### src/rtl/serial_flash_pkg.sv
package serial_flash_pkg;
	localparam int INSTR_BITS = 8;
	localparam int DATA_BITS = 8;
	localparam int FIFO_DEPTH = 4;
	localparam int BIT_CNT_W = 3;
	localparam logic [BIT_CNT_W-1:0] BIT_CNT_RESET = 3'h0;
	localparam logic [BIT_CNT_W-1:0] BIT_CNT_LAST = 3'h7;
	localparam logic [DATA_BITS-1:0] SHIFT_RESET = 8'h00;
	localparam int LINK_PERIOD_NS = 48;
	localparam int CORE_PERIOD_NS = 4;

	typedef struct packed {
		logic select_n;
		logic shift_clock;
		logic instr_in;
	} pin_in_t;

	typedef struct packed {
		logic data_out;
		logic data_oe;
	} pin_out_t;

	typedef enum logic [1:0] {
		ST_WAIT_ARM = 2'b00,
		ST_IDLE = 2'b01,
		ST_ACTIVE = 2'b10
	} link_state_t;
endpackage

### src/rtl/byte_fifo.sv
module byte_fifo #(
	parameter int WIDTH = 8,
	parameter int DEPTH = 4
) (
	// Clock and reset
	input wire logic core_clk,
	input wire logic reset_n,
	input wire logic flush,
	// Fill side
	input wire logic in_valid,
	output logic in_ready,
	input wire logic [WIDTH-1:0] in_data,
	// Drain side
	output logic out_valid,
	input wire logic out_ready,
	output logic [WIDTH-1:0] out_data
);
	localparam int AW = $clog2(DEPTH);
	logic [WIDTH-1:0] mem_q [DEPTH];
	logic [AW-1:0] wr_q, wr_d, rd_q, rd_d;
	logic [AW:0] cnt_q, cnt_d;
	logic push, pop;

	assign in_ready = (cnt_q != (AW+1)'(DEPTH));
	assign out_valid = (cnt_q != '0);
	assign out_data = mem_q[rd_q];
	assign push = in_valid && in_ready;
	assign pop = out_valid && out_ready;

	always_comb begin
		wr_d = wr_q;
		rd_d = rd_q;
		cnt_d = cnt_q;
		if (flush) begin
			wr_d = '0;
			rd_d = '0;
			cnt_d = '0;
		end else begin
			if (push) begin
				wr_d = (wr_q == AW'(DEPTH - 1)) ? '0 : wr_q + 1'b1;
			end
			if (pop) begin
				rd_d = (rd_q == AW'(DEPTH - 1)) ? '0 : rd_q + 1'b1;
			end
			cnt_d = cnt_q + (AW+1)'(push) - (AW+1)'(pop);
		end
	end

	always_ff @(posedge core_clk or negedge reset_n) begin
		if (!reset_n) begin
			wr_q <= '0;
			rd_q <= '0;
			cnt_q <= '0;
		end else begin
			wr_q <= wr_d;
			rd_q <= rd_d;
			cnt_q <= cnt_d;
		end
	end

	always_ff @(posedge core_clk) begin
		if (push && !flush) begin
			mem_q[wr_q] <= in_data;
		end
	end
endmodule

### src/rtl/serial_flash_link.sv
//////////////////////////////////////////////////////////////////////
// Contract
// - The serial output changes only on falling shift clock edges while data goes out.
// - The serial input is sampled on every rising shift clock edge while selected, one bit per edge.
// - Bits on the serial input form instructions and program data, shifted in one by one.
// - With select high the device is deselected and its output is high impedance.
// - With select low the device is active, takes clock edges and drives returned data.
// - After power-up nothing starts before a falling select edge is seen; select held low through reset counts as one, since select_n resets high.
//////////////////////////////////////////////////////////////////////
module serial_flash_link
	import serial_flash_pkg::*;
(
	// Clock and reset
	input wire logic core_clk,
	input wire logic reset_n,
	// Pins from the master
	input wire pin_in_t pins_in,
	// Serial output pin
	output pin_out_t pins_out,
	// Received words to the memory core
	output logic [DATA_BITS-1:0] rx_data,
	output logic rx_valid,
	input wire logic rx_ready,
	// Words to return from the memory core
	input wire logic [DATA_BITS-1:0] tx_data,
	input wire logic tx_valid,
	output logic tx_ready,
	// Status
	output logic selected,
	output logic rx_overflow
);
	//////////////////////////////////////////////////////////////////
	// Pin synchronisers
	pin_in_t meta_q, sync_q, prev_q;

	always_ff @(posedge core_clk or negedge reset_n) begin
		if (!reset_n) begin
			meta_q <= '{select_n: 1'b1, shift_clock: 1'b0, instr_in: 1'b0};
			sync_q <= '{select_n: 1'b1, shift_clock: 1'b0, instr_in: 1'b0};
			prev_q <= '{select_n: 1'b1, shift_clock: 1'b0, instr_in: 1'b0};
		end else begin
			meta_q <= pins_in;
			sync_q <= meta_q;
			prev_q <= sync_q;
		end
	end

	logic clk_rise, clk_fall, sel_fall, sel_rise, sel_low;
	assign clk_rise = sync_q.shift_clock && !prev_q.shift_clock;
	assign clk_fall = !sync_q.shift_clock && prev_q.shift_clock;
	assign sel_fall = !sync_q.select_n && prev_q.select_n;
	assign sel_rise = sync_q.select_n && !prev_q.select_n;
	assign sel_low = !sync_q.select_n;

	//////////////////////////////////////////////////////////////////
	// Frame state and input shifter
	link_state_t state_q, state_d;
	logic [BIT_CNT_W-1:0] in_cnt_q, in_cnt_d, out_cnt_q, out_cnt_d;
	logic [DATA_BITS-1:0] in_sh_q, in_sh_d, out_sh_q, out_sh_d;
	logic word_done, out_load, fifo_in_ready;
	logic out_bit_q, out_bit_d, out_oe_q, out_oe_d, ovf_q, ovf_d;
	logic out_live_q, out_live_d;
	logic selected_q, selected_d;
	logic [DATA_BITS-1:0] word_in;

	assign word_in = {in_sh_q[DATA_BITS-2:0], sync_q.instr_in};
	assign word_done = (state_q == ST_ACTIVE) && sel_low && clk_rise && (in_cnt_q == BIT_CNT_LAST);

	always_comb begin
		state_d = state_q;
		in_cnt_d = in_cnt_q;
		in_sh_d = in_sh_q;
		ovf_d = ovf_q;
		case (state_q)
			ST_WAIT_ARM, ST_IDLE: begin
				if (sel_fall) begin
					state_d = ST_ACTIVE;
					in_cnt_d = BIT_CNT_RESET;
					in_sh_d = SHIFT_RESET;
				end
			end
			ST_ACTIVE: begin
				if (sync_q.select_n) begin
					state_d = ST_IDLE;
					in_cnt_d = BIT_CNT_RESET;
					in_sh_d = SHIFT_RESET;
				end else if (clk_rise) begin
					in_sh_d = word_in;
					in_cnt_d = in_cnt_q + 1'b1;
					if (in_cnt_q == BIT_CNT_LAST && !fifo_in_ready) begin
						ovf_d = 1'b1;
					end
				end
			end
			default: state_d = ST_WAIT_ARM;
		endcase
		selected_d = (state_d == ST_ACTIVE);
	end

	//////////////////////////////////////////////////////////////////
	// Output shifter
	assign out_load = (state_q == ST_ACTIVE) && sel_low && clk_fall && (out_cnt_q == BIT_CNT_RESET);
	assign tx_ready = out_load;

	always_comb begin
		out_bit_d = out_bit_q;
		out_sh_d = out_sh_q;
		out_cnt_d = out_cnt_q;
		out_live_d = out_live_q;
		out_oe_d = out_oe_q;
		if (state_q != ST_ACTIVE || sync_q.select_n) begin
			out_oe_d = 1'b0;
			out_live_d = 1'b0;
			out_cnt_d = BIT_CNT_RESET;
		end else if (clk_fall) begin
			if (out_cnt_q == BIT_CNT_RESET) begin
				out_live_d = tx_valid;
				out_oe_d = tx_valid;
				if (tx_valid) begin
					out_bit_d = tx_data[DATA_BITS-1];
					out_sh_d = {tx_data[DATA_BITS-2:0], 1'b0};
					out_cnt_d = out_cnt_q + 1'b1;
				end
			end else if (out_live_q) begin
				out_bit_d = out_sh_q[DATA_BITS-1];
				out_sh_d = {out_sh_q[DATA_BITS-2:0], 1'b0};
				out_cnt_d = out_cnt_q + 1'b1;
			end
		end
	end

	always_ff @(posedge core_clk or negedge reset_n) begin
		if (!reset_n) begin
			state_q <= ST_WAIT_ARM;
			selected_q <= 1'b0;
			in_cnt_q <= BIT_CNT_RESET;
			in_sh_q <= SHIFT_RESET;
			ovf_q <= 1'b0;
			out_bit_q <= 1'b0;
			out_sh_q <= SHIFT_RESET;
			out_cnt_q <= BIT_CNT_RESET;
			out_live_q <= 1'b0;
			out_oe_q <= 1'b0;
		end else begin
			state_q <= state_d;
			selected_q <= selected_d;
			in_cnt_q <= in_cnt_d;
			in_sh_q <= in_sh_d;
			ovf_q <= ovf_d;
			out_bit_q <= out_bit_d;
			out_sh_q <= out_sh_d;
			out_cnt_q <= out_cnt_d;
			out_live_q <= out_live_d;
			out_oe_q <= out_oe_d;
		end
	end

	assign pins_out = '{data_out: out_bit_q, data_oe: out_oe_q};
	assign selected = selected_q;
	assign rx_overflow = ovf_q;

	//////////////////////////////////////////////////////////////////
	// Receive buffer
	byte_fifo #(.WIDTH(DATA_BITS), .DEPTH(FIFO_DEPTH)) rx_fifo (
		.core_clk(core_clk),
		.reset_n(reset_n),
		.flush(1'b0),
		.in_valid(word_done),
		.in_ready(fifo_in_ready),
		.in_data(word_in),
		.out_valid(rx_valid),
		.out_ready(rx_ready),
		.out_data(rx_data)
	);
endmodule

### config.mk
export PLATFORM = sky130hd
export DESIGN_NAME = serial_flash_link
export DESIGN_NICKNAME = d
export VERILOG_FILES = /design/src/rtl/serial_flash_pkg.sv /design/src/rtl/byte_fifo.sv /design/src/rtl/serial_flash_link.sv
export SDC_FILE = /design/constraint.sdc
export NUM_CORES = 1
export LEC_CHECK = 0
export ABC_AREA = 1
export BUFFER_PORTS_ARGS = -buffer_cell sky130_fd_sc_hd__buf_4
export CAP_MARGIN = 10
export CORE_MARGIN = 5
export CORE_UTILIZATION = 55
export CTS_BUF_LIST = sky130_fd_sc_hd__clkbuf_4 sky130_fd_sc_hd__clkbuf_8
export CTS_CLUSTER_SIZE = 10
export DETAILED_ROUTE_END_ITERATION = 10
export HOLD_SLACK_MARGIN = 0.15
export PLACE_DENSITY = 0.75
export SLEW_MARGIN = 20
export SYNTH_ARGS = -nofsm -noshare
export SYNTH_HDL_FRONTEND = slang
export SYNTH_SLANG_ARGS = --single-unit
### constraint.sdc
create_clock -name core_clk -period 2.8 [get_ports core_clk]
set_input_delay 0.14 -clock core_clk [delete_from_list [all_inputs] [get_ports core_clk]]
set_output_delay 0.14 -clock core_clk [all_outputs]
set_load 0.01 [all_outputs]
# --- Word level (Yosys, flattened, before mapping) ---
# Memories as Yosys holds them, arrays and structs flattened.
# Cells that the tools add are included.
# W data, S select, Z words.
op_classes:
  bitwise: 2
  muxes: 29
  eq_ne: 12
  reduce_logical: 30
  n_addsub: 6
ops:
  columns: ["operator", "n"]
  rows:
  - ["$mux W3", 8]
  - ["$mux W8", 3]
  - ["$mux W7", 3]
  - ["$pmux W7 S2", 1]
  - ["$logic_and A1 B1 Y1", 11]
  - ["$eq A2 B2 Y1 const B", 4]
  - ["$mux W1", 8]
  - ["$mux W2", 4]
  - ["$reduce_and A4 Y1", 2]
  - ["$reduce_bool A2 Y1", 4]
  - ["$add A3 B1 Y3 const B", 2]
  - ["$ne A2 B2 Y1 const B", 3]
  - ["$ne A3 B3 Y1 const B", 2]
  - ["$pmux W3 S2", 1]
  - ["$reduce_and A3 Y1", 2]
  - ["$reduce_bool A3 Y1", 2]
  - ["$add A2 B1 Y2 const B", 2]
  - ["$logic_not A1 Y1", 4]
  - ["$pmux W2 S2", 1]
  - ["$add A3 B1 Y3", 1]
  - ["$eq A3 B3 Y1 const B", 1]
  - ["$logic_not A3 Y1", 1]
  - ["$ne A3 B2 Y1 const B", 1]
  - ["$sub A3 B1 Y3", 1]
  - ["6 further kinds", 7]
word_totals:
  word_cells: 100
  ram_bits: 32
  in_bits: 15
  register_bits: 42
  memories: 1
mem_list:
  columns: ["memory", "words", "width", "rd", "rd_clocked_by_memory_dff", "write_ports", "line", "text"]
  rows:
  - ["rx_fifo.mem_q", 4, 8, 1, 0, 1, "byte_fifo.sv:19", "logic [WIDTH-1:0] mem_q [DEPTH];"]

# --- Depth between registers and ports, before layout ---
depth:
  word_depth: 7
  depth_mapped: 9
  ltp_nobuf: 9

# --- Cells and area by module ---
# Synthesis repeated with hierarchy kept, for this count alone.
unflattened:
  cells_unflattened: 321
  area_unflattened_um2: 3299.4
by_module_without_submodules:
  columns: ["mod", "seq_area_each_um2", "area_each_um2", "cells_each", "n_inst"]
  rows:
  - ["byte_fifo", 1136.1, 1801.7, 154, 1]
  - ["serial_flash_link", 854.6, 1497.7, 167, 1]

# --- Worst setup path before layout ---
# OpenSTA, ideal clock, no wires.
synth_path:
  path_type: "register -> register"
  from: "register in_cnt_q[0]"
  to: "register rx_fifo.cnt_q[2]"
  t_arrival_ps: 1797
  setup_time_ps: 122
  path_stages_with_launch: 10
  n_path_buf: 0
  path_slack_ps: 880
  path_cell_list: "dfrtp_1 -> ha_1 -> ha_1 -> nand3_1 -> nor2_4 -> nand2_1 -> inv_1 -> ha_1 -> fa_1 -> xnor2_1"
synth_between:
  elab_chain_cells: 5
synth_rtl:
  columns: ["element", "line", "text"]
  rows:
  - ["start, declared", "serial_flash_link.sv:58", "logic [BIT_CNT_W-1:0] in_cnt_q, in_cnt_d, out_cnt_q, out_cnt_d;"]
  - ["start signal, assigned", "serial_flash_link.sv:147", "in_cnt_q <= in_cnt_d;"]
  - ["$eq A3 B3 Y1", "serial_flash_link.sv:67", "assign word_done = (state_q == ST_ACTIVE) && sel_low && clk_rise && (in_cnt_q == BIT_CNT_LAST);"]
  - ["$logic_and A1 B1 Y1", "serial_flash_link.sv:67", null]
  - ["$logic_and A1 B1 Y1", "byte_fifo.sv:27", "assign push = in_valid && in_ready;"]
  - ["named net rx_fifo.push", "byte_fifo.sv:22", "logic push, pop;"]
  - ["$add A3 B1 Y3", "byte_fifo.sv:45", "cnt_d = cnt_q + (AW+1)'(push) - (AW+1)'(pop);"]
  - ["$sub A3 B1 Y3", "byte_fifo.sv:45", null]
  - ["named net rx_fifo.cnt_d[2]", "byte_fifo.sv:21", "logic [AW:0] cnt_q, cnt_d;"]
  - ["end signal, assigned", "byte_fifo.sv:57", "cnt_q <= cnt_d;"]
  - ["end, declared", "byte_fifo.sv:21", null]
# The timed path passes the listed nets, and every way through them passes these cells.
# A chain may end at the register's enable or synchronous reset.

# --- Final worst setup path ---
layout_path:
  from: "register rx_fifo.rd_q[0]"
  to: "output rx_data[5]"
layout_between:
  elab_chain_cells: 1
layout_rtl:
  columns: ["element", "line", "text"]
  rows:
  - ["start, declared", "byte_fifo.sv:20", "logic [AW-1:0] wr_q, wr_d, rd_q, rd_d;"]
  - ["start signal, assigned", "byte_fifo.sv:56", "rd_q <= rd_d;"]
  - ["$mem_v2 Z4 W8", null, null]
  - ["end, declared", "serial_flash_link.sv:21", "output logic [DATA_BITS-1:0] rx_data,"]
# No other way between the ends.

==> results.ini <==
[run_status]
status=completed

[sta]
final.setup.worst_slack_ps=719
hold_violation_total_from_the_final_report=0
final.setup.tns_ps=0
timing.final.crit_period_ps=2080
timing_worst_slew_pin_value_ps=690
max_freq_mhz=481
timing.final.crit_share=0.743
slew_headroom=0.538
setup_repair_after_global_routing_missed_its_margin=false
finalMaxSlewViolations=0
skew_ps=5.33
setup_violations=0

[clocking]
clock_tree_from_tritoncts=built
clock_latency_of_the_later_clocked_register_in_the_worst_skew_pair_ps=330
clock_tree_root_driver_cell=sky130_fd_sc_hd__clkbuf_8
clockBufferDepth=2
clock_sinks=73
clock_pin_slew_worst_setup_and_hold_paths_ps=70
cts_buffers=9
cts.htree.levels=3

[power]
gate_power_share=0.240
share_seq_of_total_power=0.495
cellLeakagePower_nw=1.74
total_switching_power_mw=0.822
power_switching_share=0.313
clock_power_share=0.265
ir_worst_vdd_v=0.000435
internal-power_mw=1.80
p_per_area_mw_per_mm2=716

[place]
placed_cells=390
finalWeightedCongestion=0.794
pre_cts_ws_ps=715
buffer_ports.inserted=28
dp_hpwl_um=3560

[global_route]
antenna_found_initial=0
grt_max_degree=42
grt-ovfl-total=0
via_count_of_the_first_global_routing_pass=1965
grt_pass1_wl_um=9000
grt_use_total=0.156

[worst_setup_path]
critical_path.slowest_cell=sky130_fd_sc_hd__dfrtp_1
critical_path_class=flip-flop to primary output
setup.worst_path.end_class=primary output
critical_path.n_buffers_inverters=2
worst_path_dominant_cell_family=flip-flops
worstPathRequired_ps=2660
critical_path.startpoint_type=flip-flop
critical_path_arrival_ps=1940
critPathMaxFanout=19
slowest_delay_ps=670
crit_path_cell_trace=inv_1 > o21ai_0 > o22ai_1 > buf_4

[routing]
final_antenna_net_count=0
drt_initial_violations=132
drt-vias-per-instance=4.94
postRouteWirelength_um=5130
detail_route.wl_per_cell_um=12.2
drc=0
drt_first_pass_iters=6
detailroute.via_count=2071

[floorplanning]
floorplan.initialDensity=0.566
dieWidth_um=85.3
design.core.area_mm2=0.00551
die_area_mm2=0.00727
floorplan.io_pins=29
die_h_um=85.3
num_rows=27

[hold_path]
hold_path_class=input port to flip-flop

[yosys]
muxShareOfSynthArea=0
flip_flop_cell_with_the_highest_count_after_synthesis=sky130_fd_sc_hd__dfrtp_1
combinational_family_with_the_most_area_after_synthesis=simple AND/OR/NAND/NOR gates
number_of_enable_type_register_cells_in_the_synthesized_netlist=32
post_synth_xor_area_fraction=0.00562
avgSynthCellArea_um2=10.5
synth_sequential_area_ratio=0.639
count_of_different_cell_masters_after_synthesis=23
async_reset_ff_frac=0.562
netlist_instances=297
synth_compound_area_frac=0.0542
syn-cell-area_mm2=0.00312
yosys.area_share.simple=0.202
synth_seq_cells=73
synth.yosys.warnings=0
post_synthesis_adder_cell_area_fraction=0.0506
synth.net_count=324

[layout]
post_route_cells_drive_above_1_share=0.167
flow.area_growth_from_synthesis_pct=17.6
antennaDiodeCount=0
instances_no_fill=419
finalNetCount=369

[run]
maxCapViolations=0

## layout by cell type, fill, tap and decap left out, types with 2 or more instances in the layout
cell type,synthesis,routed
sky130_fd_sc_hd__nand3_1,20,20
sky130_fd_sc_hd__ha_1,11,11
sky130_fd_sc_hd__clkbuf_8,0,9
sky130_fd_sc_hd__dfstp_2,3,3
sky130_fd_sc_hd__o21ai_0,21,21
sky130_fd_sc_hd__clkinv_2,0,2
sky130_fd_sc_hd__dlygate4sd3_1,0,13
sky130_fd_sc_hd__nand2_2,6,6
sky130_fd_sc_hd__nor2_4,3,3
sky130_fd_sc_hd__inv_1,25,25
sky130_fd_sc_hd__nor2_1,24,24
sky130_fd_sc_hd__buf_4,2,28
sky130_fd_sc_hd__dfrtp_1,38,38
sky130_fd_sc_hd__edfxtp_1,32,32
sky130_fd_sc_hd__o22ai_1,9,9
sky130_fd_sc_hd__clkinvlp_4,0,2
sky130_fd_sc_hd__nand2_1,90,90
## path summary, 6_finish.rpt
path | end | startpoint | slack (ps) | cells after the start
max | rx_data[5] | rx_fifo.rd_q[0] | 720 | 4
min | rx_fifo.rd_q[0] | rx_ready | 170 | 4
min in group asynchronous | meta_q[1] | reset_n | 320 | 2
max in group asynchronous | prev_q[2] | reset_n | 2130 | 2
min reg2reg | sync_q[0] | meta_q[0] | 350 | 0
max reg2reg | rx_fifo.cnt_q[2] | in_cnt_q[0] | 730 | 9
## flip-flops by register name, indices dropped and copies added, names as in the netlist, 2 cells and up
name,cells
in_cnt_q,3
in_sh_q,7
meta_q,3
out_cnt_q,3
out_sh_q,7
prev_q,2
rx_fifo.cnt_q,3
rx_fifo.mem_q,32
rx_fifo.rd_q,2
rx_fifo.wr_q,2
state_q,2
sync_q,3
## routing by layer
layer / GRT usage / vias to the layer above / part of all wire / wire [um]
li1: - / 1054 / - / -
met1: 0.210 / 963 / 0.46 / 2380
met2: 0.243 / 46 / 0.48 / 2460
met3: 0.0311 / 8 / 0.038 / 197
met4: 0.0748 / 0 / 0.018 / 92
met5: 0 / - / 0 / 0
## final cells by class
class                   instances  area [um2]
inverters                      26        97.6
well taps                      72        90.1
clock buffers                   9         124
flip-flops and latches         73        1990
repair buffers                 41         340
clock inverters                 7        46.3
multi-input cells             191         975
fillers                       419        1840
## per-stage QoR
stage / total power, mW / area [um2] / hold WS, ps / util
floorplan: 1.70 / 3120 / -156 / -
global placement: 1.91 / 3360 / 151 / 0.611
detailed placement: 1.94 / 3360 / 150 / 0.611
CTS: 2.65 / 3660 / 151 / 0.665
global route: 2.80 / 3660 / 191 / 0.665
finish: 2.62 / 3660 / 169 / 0.665
## tightest hold or removal path, delay by kind of cell
family          cells  cell delay (ps)
compound gates      1               90
simple gates        1               40
buf+inv             2              190
## cells in the mapped netlist, drive strengths merged, types with 3 or more instances
cell,number,area share
ha,11,0.044
nand3,21,0.038
nand2,96,0.12
dfrtp,38,0.31
inv,26,0.031
dfstp,3,0.025
buf,7,0.017
o21ai,21,0.034
o22ai,9,0.018
edfxtp,32,0.31
nor2,28,0.042
## power by group through the flow
stage	Sequential (mW)	Combinational, mW	Clock (mW)
after floorplan	1.27	0.429	0
after global placement	1.31	0.602	0
after detailed placement	1.32	0.624	0
after CTS	1.30	0.640	0.715
after global routing	1.31	0.723	0.762
final	1.30	0.630	0.694
## cell families after synthesis
family,after synthesis
buf+inv,33
compound gates,31
xor+xnor,2
simple gates,146
fa+ha+maj,12
flops,73
## what timing repair did
action	in CTS	in global routing
gates resized for setup	0	0
setup buffers	0	0
hold endpoints to repair	53	0
hold buffers	13	0
Note: power is estimated with default switching activity, not from simulation.
